[config.mk]
export PLATFORM = sky130hd
export DESIGN_NAME = asc_setup_bank
export DESIGN_NICKNAME = d
export VERILOG_FILES = /design/src/include/asc_pkg.sv /design/src/design/asc_lat_slot.sv /design/src/design/asc_setup_bank.sv
export SDC_FILE = /design/constraint.sdc
export NUM_CORES = 2
export LEC_CHECK = 0
export ABC_AREA = 1
export BUFFER_PORTS_ARGS = -buffer_cell sky130_fd_sc_hd__buf_2
export CAP_MARGIN = 20
export CORE_MARGIN = 1.5
export CORE_UTILIZATION = 34
export DETAILED_ROUTE_END_ITERATION = 8
export PLACE_DENSITY = 0.48
export SYNTH_ARGS = -nofsm -noshare
export SYNTH_HDL_FRONTEND = slang
export SYNTH_SLANG_ARGS = --single-unit
export TNS_END_PERCENT = 50
[constraint.sdc]
create_clock -name clock -period 7.3 [get_ports clock]
set_input_delay 0.365 -clock clock [delete_from_list [all_inputs] [get_ports clock]]
set_output_delay 0.365 -clock clock [all_outputs]
set_load 0.1 [all_outputs]
[src/include/asc_pkg.sv]
// package: register map, field layout, reset values and carriers of the setup bank
package asc_pkg;

    // ----------------------------------------
    // bus geometry
    // ----------------------------------------
    localparam int ASC_ADDR_W = 8;
    localparam int ASC_DATA_W = 32;

    // ----------------------------------------
    // register byte offsets
    // ----------------------------------------
    localparam logic [ASC_ADDR_W-1:0] ASC_OFS_MODE_CTRL = 8'h00;
    localparam logic [ASC_ADDR_W-1:0] ASC_OFS_OUT_REF = 8'h08;
    localparam logic [ASC_ADDR_W-1:0] ASC_OFS_DAC_CHAN = 8'h0C;
    localparam logic [ASC_ADDR_W-1:0] ASC_OFS_SOFT_RST = 8'h10;
    localparam logic [ASC_ADDR_W-1:0] ASC_OFS_STATUS = 8'h14;

    // ----------------------------------------
    // field positions
    // ----------------------------------------
    localparam int ASC_MODE_SINGLE_BIT = 0;
    localparam int ASC_MODE_COMPAT_BIT = 1;
    localparam int ASC_MODE_TMODE_LSB = 2;
    localparam int ASC_OUT_DAC_RANGE_BIT = 5;
    localparam int ASC_OUT_LAT_LSB = 6;
    localparam int ASC_DAC_CODE_LSB = 0;
    localparam int ASC_DAC_CDSREF_LSB = 4;
    localparam int ASC_DAC_CHAN_LSB = 6;
    localparam int ASC_STAT_LAT_LSB = 0;
    localparam int ASC_STAT_CHAN_LSB = 7;
    localparam int ASC_STAT_CDS_LSB = 9;
    localparam int ASC_STAT_BUSY_BIT = 11;
    localparam int ASC_STAT_SINGLE_BIT = 12;
    localparam int ASC_STAT_COMPAT_BIT = 13;

    // ----------------------------------------
    // reset values
    // ----------------------------------------
    localparam logic [7:0] ASC_MODE_CTRL_RST = 8'h04;
    localparam logic [7:0] ASC_OUT_REF_RST = 8'h20;
    localparam logic [7:0] ASC_DAC_CHAN_RST = 8'h1F;
    localparam logic [1:0] ASC_CDSREF_DEFAULT = 2'h1;

    // ----------------------------------------
    // codes
    // ----------------------------------------
    localparam logic [2:0] ASC_TMODE_3 = 3'h3;
    localparam logic [1:0] ASC_CHAN_RED = 2'h0;
    localparam logic [1:0] ASC_CHAN_GREEN = 2'h1;
    localparam logic [1:0] ASC_CHAN_BLUE = 2'h2;
    localparam logic [1:0] ASC_RESP_OKAY = 2'h0;
    localparam logic [1:0] ASC_RESP_SLVERR = 2'h2;

    // ----------------------------------------
    // latency in half master clock periods
    // ----------------------------------------
    localparam logic [6:0] ASC_LAT_NORM_BASE = 7'h0E;
    localparam logic [6:0] ASC_LAT_NORM_STEP = 7'h02;
    localparam logic [6:0] ASC_LAT_COMPAT_BASE = 7'h21;
    localparam logic [6:0] ASC_LAT_COMPAT_STEP = 7'h04;
    localparam logic [6:0] ASC_LAT_MODE3_BASE = 7'h2F;
    localparam logic [6:0] ASC_LAT_MODE3_STEP = 7'h06;

    // ----------------------------------------
    // carriers
    // ----------------------------------------
    typedef struct packed {
        logic awvalid;
        logic [ASC_ADDR_W-1:0] awaddr;
        logic wvalid;
        logic [ASC_DATA_W-1:0] wdata;
        logic [3:0] wstrb;
        logic bready;
        logic arvalid;
        logic [ASC_ADDR_W-1:0] araddr;
        logic rready;
    } asc_axil_req_t;

    typedef struct packed {
        logic awready;
        logic wready;
        logic bvalid;
        logic [1:0] bresp;
        logic arready;
        logic rvalid;
        logic [ASC_DATA_W-1:0] rdata;
        logic [1:0] rresp;
    } asc_axil_rsp_t;

    typedef struct packed {
        logic [3:0] dac_code;
        logic dac_range;
        logic [2:0] chan_power;
        logic [1:0] chan_select;
        logic [1:0] cds_reset_adjust;
        logic [6:0] latency_half;
    } asc_ctrl_t;

    typedef struct packed {
        logic valid;
        logic half_late;
        logic [15:0] data;
    } asc_sample_t;

    typedef enum logic [1:0] {
        ASC_WS_IDLE = 2'b00,
        ASC_WS_HALF = 2'b01,
        ASC_WS_RESP = 2'b11
    } asc_wstate_t;

    typedef enum logic {
        ASC_RS_IDLE = 1'b0,
        ASC_RS_RESP = 1'b1
    } asc_rstate_t;

endpackage

[src/design/asc_lat_slot.sv]
// one in-flight sample holder counting down its own latency
module asc_lat_slot
    import asc_pkg::*;
(
    // clock and reset
    input wire logic clock,
    input wire logic arst_n,
    input wire logic clear,
    // load side
    input wire logic load,
    input wire logic [5:0] load_count,
    input wire logic load_half,
    input wire logic [15:0] load_data,
    // fire side
    output logic fire,
    output logic busy,
    output logic half_late,
    output logic [15:0] data
);

    typedef struct packed {
        logic busy;
        logic [5:0] count;
        logic half;
        logic [15:0] data;
    } asc_slot_state_t;

    asc_slot_state_t s_r;
    asc_slot_state_t s_nxt;

    assign fire = s_r.busy && (s_r.count == 6'h01);
    assign busy = s_r.busy;
    assign half_late = s_r.half;
    assign data = s_r.data;

    always_comb
    begin
        s_nxt = s_r;
        if (s_r.busy)
        begin
            s_nxt.count = s_r.count - 6'h01;
            if (fire)
            begin
                s_nxt.busy = 1'b0;
            end
        end
        // latency frozen per sample so later writes leave it alone
        if (load)
        begin
            s_nxt.busy = 1'b1;
            s_nxt.count = load_count;
            s_nxt.half = load_half;
            s_nxt.data = load_data;
        end
        if (clear)
        begin
            s_nxt = '0;
        end
    end

    always_ff @(posedge clock or negedge arst_n)
    begin
        if (!arst_n)
        begin
            s_r <= '0;
        end
        else
        begin
            s_r <= s_nxt;
        end
    end

endmodule

[src/design/asc_setup_bank.sv]
// setup register bank with per-sample latency pipeline behind an axi4-lite slave
//
// The address map and the AXI4-Lite slave port were left to the implementer.
module asc_setup_bank
    import asc_pkg::*;
#(
    parameter int SLOTS = 32
)
(
    // clock and reset
    input wire logic clock,
    input wire logic arst_n,
    // register bus
    input wire asc_axil_req_t axil_req,
    output asc_axil_rsp_t axil_rsp,
    // sample path
    input wire logic video_sample_strobe,
    input wire logic [15:0] adc_sample_data,
    output asc_sample_t out_sample,
    // analogue control
    output asc_ctrl_t ctrl
);

    localparam int PTR_W = (SLOTS > 1) ? $clog2(SLOTS) : 1;

    // ----------------------------------------
    // state
    // ----------------------------------------
    typedef struct packed {
        asc_wstate_t ws;
        logic got_aw;
        logic got_w;
        logic [ASC_ADDR_W-1:0] waddr;
        logic [ASC_DATA_W-1:0] wdata;
        logic [3:0] wstrb;
        asc_rstate_t rs;
        asc_axil_rsp_t rsp;
        logic [7:0] mode_ctrl;
        logic [7:0] out_ref;
        logic [7:0] dac_chan;
        logic strobe_meta;
        logic strobe_sync;
        logic strobe_prev;
        logic [PTR_W-1:0] wr_ptr;
        asc_sample_t out;
        asc_ctrl_t ctrl;
    } asc_state_t;

    asc_state_t s_r;
    asc_state_t s_nxt;

    // ----------------------------------------
    // slot wiring
    // ----------------------------------------
    logic soft_clear;
    logic strobe_edge;
    logic [SLOTS-1:0] slot_load;
    logic [SLOTS-1:0] slot_fire;
    logic [SLOTS-1:0] slot_busy;
    logic [SLOTS-1:0] slot_half;
    logic [15:0] slot_data [SLOTS];
    logic [6:0] lat_half;
    logic [1:0] cds_eff;
    logic [1:0] chan_eff;
    logic [2:0] power_eff;
    logic single_mode;
    logic compat_mode;
    logic [2:0] timing_mode;
    logic [1:0] lat_code;

    assign single_mode = s_r.mode_ctrl[ASC_MODE_SINGLE_BIT];
    assign compat_mode = s_r.mode_ctrl[ASC_MODE_COMPAT_BIT];
    assign timing_mode = s_r.mode_ctrl[ASC_MODE_TMODE_LSB +: 3];
    assign lat_code = s_r.out_ref[ASC_OUT_LAT_LSB +: 2];

    // only the second synchroniser stage feeds the edge detector
    assign strobe_edge = s_r.strobe_sync && !s_r.strobe_prev;

    // ----------------------------------------
    // derived settings
    // ----------------------------------------
    function automatic logic [6:0] lat_calc(input logic compat, input logic [2:0] tmode,
        input logic [1:0] code);
        logic [6:0] base;
        logic [6:0] step;
        base = ASC_LAT_NORM_BASE;
        step = ASC_LAT_NORM_STEP;
        if (compat && (tmode == ASC_TMODE_3))
        begin
            base = ASC_LAT_MODE3_BASE;
            step = ASC_LAT_MODE3_STEP;
        end
        else if (compat)
        begin
            base = ASC_LAT_COMPAT_BASE;
            step = ASC_LAT_COMPAT_STEP;
        end
        lat_calc = 7'(base + 7'(step * {5'h00, code}));
    endfunction

    always_comb
    begin
        lat_half = lat_calc(compat_mode, timing_mode, lat_code);
        cds_eff = ASC_CDSREF_DEFAULT;
        if (compat_mode)
        begin
            cds_eff = s_r.dac_chan[ASC_DAC_CDSREF_LSB +: 2];
        end
        chan_eff = ASC_CHAN_RED;
        power_eff = 3'h7;
        if (single_mode)
        begin
            chan_eff = s_r.dac_chan[ASC_DAC_CHAN_LSB +: 2];
            case (chan_eff)
                ASC_CHAN_RED: power_eff = 3'h1;
                ASC_CHAN_GREEN: power_eff = 3'h2;
                ASC_CHAN_BLUE: power_eff = 3'h4;
                // reserved code: keep every channel off rather than guess
                default: power_eff = 3'h0;
            endcase
        end
    end

    // ----------------------------------------
    // latency slots
    // ----------------------------------------
    genvar gi;
    generate
        for (gi = 0; gi < SLOTS; gi++)
        begin : g_slot
            assign slot_load[gi] = strobe_edge && (s_r.wr_ptr == PTR_W'(gi));
            asc_lat_slot u_slot (
                .clock(clock),
                .arst_n(arst_n),
                .clear(soft_clear),
                .load(slot_load[gi]),
                .load_count(6'(lat_half[6:1] - 6'h01)),
                .load_half(lat_half[0]),
                .load_data(adc_sample_data),
                .fire(slot_fire[gi]),
                .busy(slot_busy[gi]),
                .half_late(slot_half[gi]),
                .data(slot_data[gi])
            );
        end
    endgenerate

    // ----------------------------------------
    // register read mux
    // ----------------------------------------
    function automatic logic [ASC_DATA_W-1:0] rd_mux(input asc_state_t s,
        input logic [ASC_ADDR_W-1:0] addr, input logic busy);
        rd_mux = '0;
        case (addr)
            ASC_OFS_MODE_CTRL: rd_mux = {24'h00_0000, s.mode_ctrl};
            ASC_OFS_OUT_REF: rd_mux = {24'h00_0000, s.out_ref};
            ASC_OFS_DAC_CHAN: rd_mux = {24'h00_0000, s.dac_chan};
            ASC_OFS_STATUS:
            begin
                rd_mux[ASC_STAT_LAT_LSB +: 7] = s.ctrl.latency_half;
                rd_mux[ASC_STAT_CHAN_LSB +: 2] = s.ctrl.chan_select;
                rd_mux[ASC_STAT_CDS_LSB +: 2] = s.ctrl.cds_reset_adjust;
                rd_mux[ASC_STAT_BUSY_BIT] = busy;
                rd_mux[ASC_STAT_SINGLE_BIT] = s.mode_ctrl[ASC_MODE_SINGLE_BIT];
                rd_mux[ASC_STAT_COMPAT_BIT] = s.mode_ctrl[ASC_MODE_COMPAT_BIT];
            end
            default: rd_mux = '0;
        endcase
    endfunction

    function automatic logic addr_ok(input logic [ASC_ADDR_W-1:0] addr, input logic wr);
        addr_ok = (addr == ASC_OFS_MODE_CTRL) || (addr == ASC_OFS_OUT_REF) ||
            (addr == ASC_OFS_DAC_CHAN) || (wr && (addr == ASC_OFS_SOFT_RST)) ||
            (!wr && (addr == ASC_OFS_STATUS));
    endfunction

    // soft reset fires on the cycle the write is committed; built from flops and inputs only
    assign soft_clear = (s_r.ws != ASC_WS_RESP) &&
        (s_r.got_aw || (axil_req.awvalid && s_r.rsp.awready)) &&
        (s_r.got_w || (axil_req.wvalid && s_r.rsp.wready)) &&
        ((s_r.got_aw ? s_r.waddr : axil_req.awaddr) == ASC_OFS_SOFT_RST);

    // ----------------------------------------
    // next state
    // ----------------------------------------
    always_comb
    begin
        s_nxt = s_r;

        // pin strobe through two flops first
        s_nxt.strobe_meta = video_sample_strobe;
        s_nxt.strobe_sync = s_r.strobe_meta;
        s_nxt.strobe_prev = s_r.strobe_sync;

        // write channel: address and data in either order
        if (axil_req.awvalid && s_r.rsp.awready)
        begin
            s_nxt.got_aw = 1'b1;
            s_nxt.waddr = axil_req.awaddr;
            s_nxt.rsp.awready = 1'b0;
        end
        if (axil_req.wvalid && s_r.rsp.wready)
        begin
            s_nxt.got_w = 1'b1;
            s_nxt.wdata = axil_req.wdata;
            s_nxt.wstrb = axil_req.wstrb;
            s_nxt.rsp.wready = 1'b0;
        end
        case (s_r.ws)
            ASC_WS_IDLE, ASC_WS_HALF:
            begin
                if (s_nxt.got_aw && s_nxt.got_w)
                begin
                    s_nxt.ws = ASC_WS_RESP;
                    s_nxt.rsp.bvalid = 1'b1;
                    s_nxt.rsp.bresp = addr_ok(s_nxt.waddr, 1'b1) ? ASC_RESP_OKAY : ASC_RESP_SLVERR;
                    // registers are byte wide: only lane zero carries them
                    if (s_nxt.wstrb[0])
                    begin
                        case (s_nxt.waddr)
                            ASC_OFS_MODE_CTRL: s_nxt.mode_ctrl = s_nxt.wdata[7:0];
                            ASC_OFS_OUT_REF: s_nxt.out_ref = s_nxt.wdata[7:0];
                            ASC_OFS_DAC_CHAN: s_nxt.dac_chan = s_nxt.wdata[7:0];
                            default: s_nxt.mode_ctrl = s_nxt.mode_ctrl;
                        endcase
                    end
                end
                else if (s_nxt.got_aw || s_nxt.got_w)
                begin
                    s_nxt.ws = ASC_WS_HALF;
                end
            end
            ASC_WS_RESP:
            begin
                if (axil_req.bready)
                begin
                    s_nxt.ws = ASC_WS_IDLE;
                    s_nxt.rsp.bvalid = 1'b0;
                    s_nxt.got_aw = 1'b0;
                    s_nxt.got_w = 1'b0;
                    s_nxt.rsp.awready = 1'b1;
                    s_nxt.rsp.wready = 1'b1;
                end
            end
            default:
            begin
                s_nxt.ws = ASC_WS_IDLE;
            end
        endcase

        // read channel
        case (s_r.rs)
            ASC_RS_IDLE:
            begin
                if (axil_req.arvalid)
                begin
                    s_nxt.rs = ASC_RS_RESP;
                    s_nxt.rsp.arready = 1'b0;
                    s_nxt.rsp.rvalid = 1'b1;
                    s_nxt.rsp.rdata = rd_mux(s_r, axil_req.araddr, |slot_busy);
                    s_nxt.rsp.rresp = addr_ok(axil_req.araddr, 1'b0) ? ASC_RESP_OKAY :
                        ASC_RESP_SLVERR;
                end
            end
            ASC_RS_RESP:
            begin
                if (axil_req.rready)
                begin
                    s_nxt.rs = ASC_RS_IDLE;
                    s_nxt.rsp.rvalid = 1'b0;
                    s_nxt.rsp.arready = 1'b1;
                end
            end
            default:
            begin
                s_nxt.rs = ASC_RS_IDLE;
            end
        endcase

        // settings that may follow the registers at once
        s_nxt.ctrl.dac_code = s_r.dac_chan[ASC_DAC_CODE_LSB +: 4];
        s_nxt.ctrl.dac_range = s_r.out_ref[ASC_OUT_DAC_RANGE_BIT];
        s_nxt.ctrl.chan_select = chan_eff;
        s_nxt.ctrl.chan_power = power_eff;
        s_nxt.ctrl.latency_half = lat_half;

        // reset sample shift is taken only at a new strobe
        if (strobe_edge)
        begin
            s_nxt.ctrl.cds_reset_adjust = cds_eff;
            s_nxt.wr_ptr = (s_r.wr_ptr == PTR_W'(SLOTS - 1)) ? '0 : PTR_W'(s_r.wr_ptr + 1'b1);
        end

        // output stage: lowest firing slot wins; collisions only if latency shrinks mid-flight
        s_nxt.out.valid = 1'b0;
        for (int i = SLOTS - 1; i >= 0; i--)
        begin
            if (slot_fire[i])
            begin
                s_nxt.out.valid = 1'b1;
                s_nxt.out.half_late = slot_half[i];
                s_nxt.out.data = slot_data[i];
            end
        end

        // soft reset: every setup cell and the pipeline back to reset, bus keeps answering
        if (soft_clear)
        begin
            s_nxt.mode_ctrl = ASC_MODE_CTRL_RST;
            s_nxt.out_ref = ASC_OUT_REF_RST;
            s_nxt.dac_chan = ASC_DAC_CHAN_RST;
            s_nxt.wr_ptr = '0;
            s_nxt.out = '0;
            s_nxt.ctrl.cds_reset_adjust = ASC_CDSREF_DEFAULT;
        end
    end

    // ----------------------------------------
    // registers
    // ----------------------------------------
    always_ff @(posedge clock or negedge arst_n)
    begin
        if (!arst_n)
        begin
            s_r <= '0;
            s_r.ws <= ASC_WS_IDLE;
            s_r.rs <= ASC_RS_IDLE;
            s_r.rsp.awready <= 1'b1;
            s_r.rsp.wready <= 1'b1;
            s_r.rsp.arready <= 1'b1;
            s_r.mode_ctrl <= ASC_MODE_CTRL_RST;
            s_r.out_ref <= ASC_OUT_REF_RST;
            s_r.dac_chan <= ASC_DAC_CHAN_RST;
            s_r.ctrl.dac_code <= ASC_DAC_CHAN_RST[3:0];
            s_r.ctrl.dac_range <= 1'b1;
            s_r.ctrl.chan_power <= 3'h7;
            s_r.ctrl.cds_reset_adjust <= ASC_CDSREF_DEFAULT;
            s_r.ctrl.latency_half <= ASC_LAT_NORM_BASE;
        end
        else
        begin
            s_r <= s_nxt;
        end
    end

    assign axil_rsp = s_r.rsp;
    assign out_sample = s_r.out;
    assign ctrl = s_r.ctrl;

endmodule

==> Implementation_results.wiki <==
{| class="wikitable"
! Metric !! Value
|-
| Maximum number of pins on one net before global-route repair || 162
|-
| Clock tree root driver cell || sky130_fd_sc_hd__clkbuf_16
|-
| Leakage || 0.0272 µW
|-
| Post-detailed-route count of antenna-violating nets || 0
|-
| Final critical delay including setup and external delays || 5.51 ns
|-
| Number of sinks driven by the clock tree || 880
|-
| Data required time of the critical path || 7.86 ns
|-
| Final WS setup || 1.79 ns
|-
| Register clock-pin slew on the reported worst setup and hold paths || 0.06 ns
|-
| DRT iter0 DRCs || 3205
|-
| Yosys top cell by area || sky130_fd_sc_hd__dfrtp_1
|-
| Number of top-level design ports || 154
|-
| TritonCTS clock tree || yes
|-
| Setup TNS || 0 ns
|-
| Antenna cells || 0
|-
| Weighted congestion reported at the end of routability-driven placement || 0.845
|-
| Area of combinational cells with multiple inputs || 0.0181 mm²
|-
| IO Port Bufs || 106
|-
| Count of final setup violators || 0
|-
| Die span in y || 368 µm
|-
| Placed wire-length estimate || 98.5 mm
|-
| XOR/XNOR share of the synthesized area || 1.35%
|-
| Peak fanout along the critical path || 28
|-
| Data arrival time at the worst-slack endpoint || 6.07 ns
|-
| PwrDens || 411 mW/mm²
|-
| Sum of overflow across all layers after global routing || 0
|-
| Inserted Clock Buffers || 104
|-
| Via/cell ratio || 5.12
|-
| Worst skew pair latency || 0.72 ns
|-
| Tcrit/Tclk final || 75.5%
|-
| Worst Setup End Kind || register
|-
| Post-route non-filler standard cell count || 7469
|-
| Run status || finished, final reports clean
|-
| Detailed-route via count || 38200
|-
| Wire length of the first global-routing pass || 231 mm
|-
| Compound-Gate Fraction of Synth Area || 17.9%
|-
| Cell Area, Synth || 0.0454 mm²
|-
| Layout fillers || 13700
|-
| Synth async-reset ratio || 100%
|-
| Total of flip-flops plus latches after synthesis || 880
|-
| Critical Path Start Type || register
|-
| Routed length per instance || 20.3 µm
|-
| Die area || 0.136 mm²
|-
| Arithmetic-cell share of the synthesized area counting full adders, half adders and majority gates || 2.13%
|-
| Bufs on Longest Clock Path || 3
|-
| Placed instance count || 7254
|-
| Minimum setup slack among reg-to-reg paths || 1.79 ns
|-
| Dominant combinational cell family by area after synthesis || simple AND/OR/NAND/NOR gates
|-
| Signed area change from the synthesized netlist to the final layout || 12.1%
|-
| # resized after CTS || 0
|-
| Distinct cells, synth || 53
|-
| VDD IR-drop max || 0.000448 V
|-
| Minimum setup slack after placement || 1.64 ns
|-
| Gate count after technology mapping || 5626
|-
| Fraction of layout cells with a size suffix above 1 || 7.49%
|-
| Highest Clock Rate || 181 MHz
|-
| Die X-Extent || 368 µm
|-
| Initial antenna violation count || 3
|-
| Unrepaired setup endpoints after global routing || no
|-
| Number of global-route vias before repair || 36400
|-
| Number of hold buffers added after CTS || 20
|-
| Total core area || 0.132 mm²
|-
| Pre-antenna DRT Iters || 6
|-
| Maximum capacitance violations || 0
|-
| Slew of the pin with the lowest slew margin || 1.24 ns
|-
| Post-CTS setup repair buffer count || 0
|-
| Sequential share of the synthesized area || 48.6%
|-
| Row cnt || 133
|-
| Number of enable-type register cells in the synthesized netlist || 0
|-
| Global-route total usage across every layer || 22.1%
|-
| Most used flip-flop cell after synthesis || sky130_fd_sc_hd__dfrtp_1
|-
| Post-synthesis simple-gate area fraction || 18.1%
|-
| Final Routed Wirelength || 152 mm
|-
| Critical path class || register to register
|-
| Starting density of the core || 34.4%
|-
| Hold Path Class || primary input to register
|-
| Storage cell area || 0.0220 mm²
|-
| Nets || 5779
|-
| Overall power consumption || 20900 µW
|-
| Yosys warning count || 0
|-
| Relative slew margins || 16.6%
|-
| Fin. Hold Viols || 0
|-
| Max-slew violation count || 0
|-
| H-tree lvl count || 3
|-
| Number of design rule violations left after detail routing || 0
|-
| Synthesized area divided by synthesized cell count || 8.07 µm²
|-
| Clock tree skew after final layout || 0.0306 ns
|-
| Post-synth top area share || 47.3%
|-
| Synth area leaders || sky130_fd_sc_hd__dfrtp_1, sky130_fd_sc_hd__nand2_1, sky130_fd_sc_hd__inv_1, sky130_fd_sc_hd__a22oi_1, sky130_fd_sc_hd__a21oi_1
|-
| Mux share of post-synthesis cell area || 0.0882%
|}
==> layout make-up <==
cell class,instances,share of cell area (%)
flip-flops and latches,880,43.3
multi-input cells,3492,35.6
inverters,944,6.97
clock inverters,33,0.630
clock buffers,160,6.39
repair buffers,205,2.79
well taps,1755,4.32
==> cell families (layout without fill, tap and decap cells) <==
| family | count (synthesis) | after routing |
|---|---|---|
| other | 1 | 20 |
| buffers and inverters | 1273 | 1342 |
| flip-flops | 880 | 880 |
| adder cells (fa/ha/maj) | 76 | 76 |
| XOR/XNOR | 70 | 70 |
| AND/OR/NAND/NOR | 2035 | 2035 |
| multiplexers | 4 | 4 |
| AO/OA/AOI/OAI | 1287 | 1287 |
==> placed cells by master (no fill, tap or decap), types with 6 or more instances in the layout <==
cell type,netlist,routed
sky130_fd_sc_hd__inv_2,6,6
sky130_fd_sc_hd__nor2_2,8,15
sky130_fd_sc_hd__xor2_1,41,41
sky130_fd_sc_hd__ha_1,74,74
sky130_fd_sc_hd__buf_4,86,72
sky130_fd_sc_hd__nor4_1,19,18
sky130_fd_sc_hd__buf_2,21,105
sky130_fd_sc_hd__clkinv_2,0,22
sky130_fd_sc_hd__dlygate4sd3_1,6,20
sky130_fd_sc_hd__a21oi_1,337,337
sky130_fd_sc_hd__nand4_1,40,40
sky130_fd_sc_hd__a221oi_1,16,16
sky130_fd_sc_hd__nand3b_1,9,9
sky130_fd_sc_hd__a31oi_1,19,19
sky130_fd_sc_hd__clkbuf_8,5,31
sky130_fd_sc_hd__conb_1,1,20
sky130_fd_sc_hd__buf_12,0,7
sky130_fd_sc_hd__o211ai_1,31,31
sky130_fd_sc_hd__inv_1,887,886
sky130_fd_sc_hd__a22oi_1,401,401
sky130_fd_sc_hd__dfstp_2,22,22
sky130_fd_sc_hd__o22ai_1,116,116
sky130_fd_sc_hd__xnor2_1,29,28
sky130_fd_sc_hd__o221ai_1,38,38
sky130_fd_sc_hd__clkbuf_16,0,110
sky130_fd_sc_hd__nand2_1,1300,1300
sky130_fd_sc_hd__o311ai_0,49,49
sky130_fd_sc_hd__or2_2,7,7
sky130_fd_sc_hd__nor3_1,82,82
sky130_fd_sc_hd__clkbuf_1,168,19
sky130_fd_sc_hd__clkinv_1,51,52
sky130_fd_sc_hd__nor2_1,441,431
sky130_fd_sc_hd__nand3_1,115,115
sky130_fd_sc_hd__o21ai_0,263,262
sky130_fd_sc_hd__dfrtp_1,858,858
sky130_fd_sc_hd__nand3_2,9,9
==> where the power goes <==
| group | total [µW] | internal, µW | switching (µW) | leakage (µW) |
|---|---|---|---|---|
| Combinational | 7930 | 2230 | 5710 | 0.0139 |
| Clock | 5450 | 3230 | 2220 | 0.00178 |
| Sequential | 7550 | 6520 | 1020 | 0.0115 |
==> per-layer routing <==
layer	vias to the layer above	track usage [%]	wire length [µm]	share of wire, %
met3	229	3.06	7900	5.2
met5	-	0	0	0
li1	18300	-	-	-
met2	969	33.8	67300	44
met4	0	7.26	4500	3.0
met1	18800	32.0	71900	47
==> per-stage QoR <==
stage               hold WS [ns]  instance area, µm²  utilization [%]
floorplan                 0.0694               45500                -
global route              0.0679               50900             38.5
finish                    0.0619               50900             38.5
global placement           0.340               47100             35.7
detailed placement         0.340               47100             35.7
CTS                      0.00253               50800             38.5
==> state kept, by name, summed over array words and instances (netlist names) <==
| signal | flops |
|---|---|
| axil_rsp | 21 |
| lat_code | 2 |
| g_slot.u_slot.busy | 32 |
| g_slot.u_slot.data | 512 |
| out_sample | 18 |
| s_r | 44 |
| g_slot.u_slot.s_r | 192 |
| g_slot.u_slot.half_late | 32 |
| ctrl | 19 |
| s_nxt | 7 |
| compat_mode | 1 |
==> worst paths after layout <==
check / startpoint / endpoint / depth (start not counted)
worst max-delay path: compat_mode$_DFFE_PN0P_ / g_slot[25].u_slot.s_r[21]$_DFFE_PN0P_ / 15
worst min-delay path: axil_req[50] / s_r[149]$_DFF_PN0_ / 3
worst max register to register: compat_mode$_DFFE_PN0P_ / g_slot[25].u_slot.s_r[21]$_DFFE_PN0P_ / 15
worst min register to register: s_nxt[43]$_DFF_PN0_ / s_nxt[42]$_DFF_PN0_ / 0
max in group asynchronous: arst_n / g_slot[4].u_slot.data[13]$_DFFE_PN0P_ / 4
min in group asynchronous: arst_n / s_r[151]$_DFF_PN0_ / 2
==> worst max-delay path, cell delays in order (launching register included) <==
cell,delay (ns)
sky130_fd_sc_hd__dfrtp_1,0.32
sky130_fd_sc_hd__buf_4,0.34
sky130_fd_sc_hd__clkinv_1,0.11
sky130_fd_sc_hd__buf_4,0.31
sky130_fd_sc_hd__a31oi_1,0.48
sky130_fd_sc_hd__nor2_1,0.13
sky130_fd_sc_hd__fa_1,0.47
sky130_fd_sc_hd__ha_1,0.23
sky130_fd_sc_hd__fa_1,0.46
sky130_fd_sc_hd__xor2_1,0.26
sky130_fd_sc_hd__inv_1,0.11
sky130_fd_sc_hd__nand4_1,0.10
sky130_fd_sc_hd__nand2_1,0.63
sky130_fd_sc_hd__inv_1,0.66
sky130_fd_sc_hd__buf_4,0.52
sky130_fd_sc_hd__o221ai_1,0.19
==> cells in the mapped netlist, types with 9 or more instances <==
cell type                       instances
sky130_fd_sc_hd__nand3b_1               9
sky130_fd_sc_hd__o22ai_1              116
sky130_fd_sc_hd__a31oi_1               19
sky130_fd_sc_hd__ha_1                  74
sky130_fd_sc_hd__a221oi_1              16
sky130_fd_sc_hd__nor2_1               441
sky130_fd_sc_hd__buf_2                 21
sky130_fd_sc_hd__nand4_1               40
sky130_fd_sc_hd__o311ai_0              49
sky130_fd_sc_hd__buf_1                 14
sky130_fd_sc_hd__nor3_1                82
sky130_fd_sc_hd__buf_4                 86
sky130_fd_sc_hd__dlygate4sd1_1         19
sky130_fd_sc_hd__clkbuf_1             168
sky130_fd_sc_hd__xor2_1                41
sky130_fd_sc_hd__nand3_1              115
sky130_fd_sc_hd__nand2_1             1300
sky130_fd_sc_hd__o211ai_1              31
sky130_fd_sc_hd__dfrtp_1              858
sky130_fd_sc_hd__a22oi_1              401
sky130_fd_sc_hd__a21oi_1              337
sky130_fd_sc_hd__clkinv_1              51
sky130_fd_sc_hd__o21ai_0              263
sky130_fd_sc_hd__nor4_1                19
sky130_fd_sc_hd__xnor2_1               29
sky130_fd_sc_hd__o221ai_1              38
sky130_fd_sc_hd__dfstp_2               22
sky130_fd_sc_hd__inv_1                887
sky130_fd_sc_hd__nand3_2                9
No activity file was read; power rests on OpenSTA's default activity.
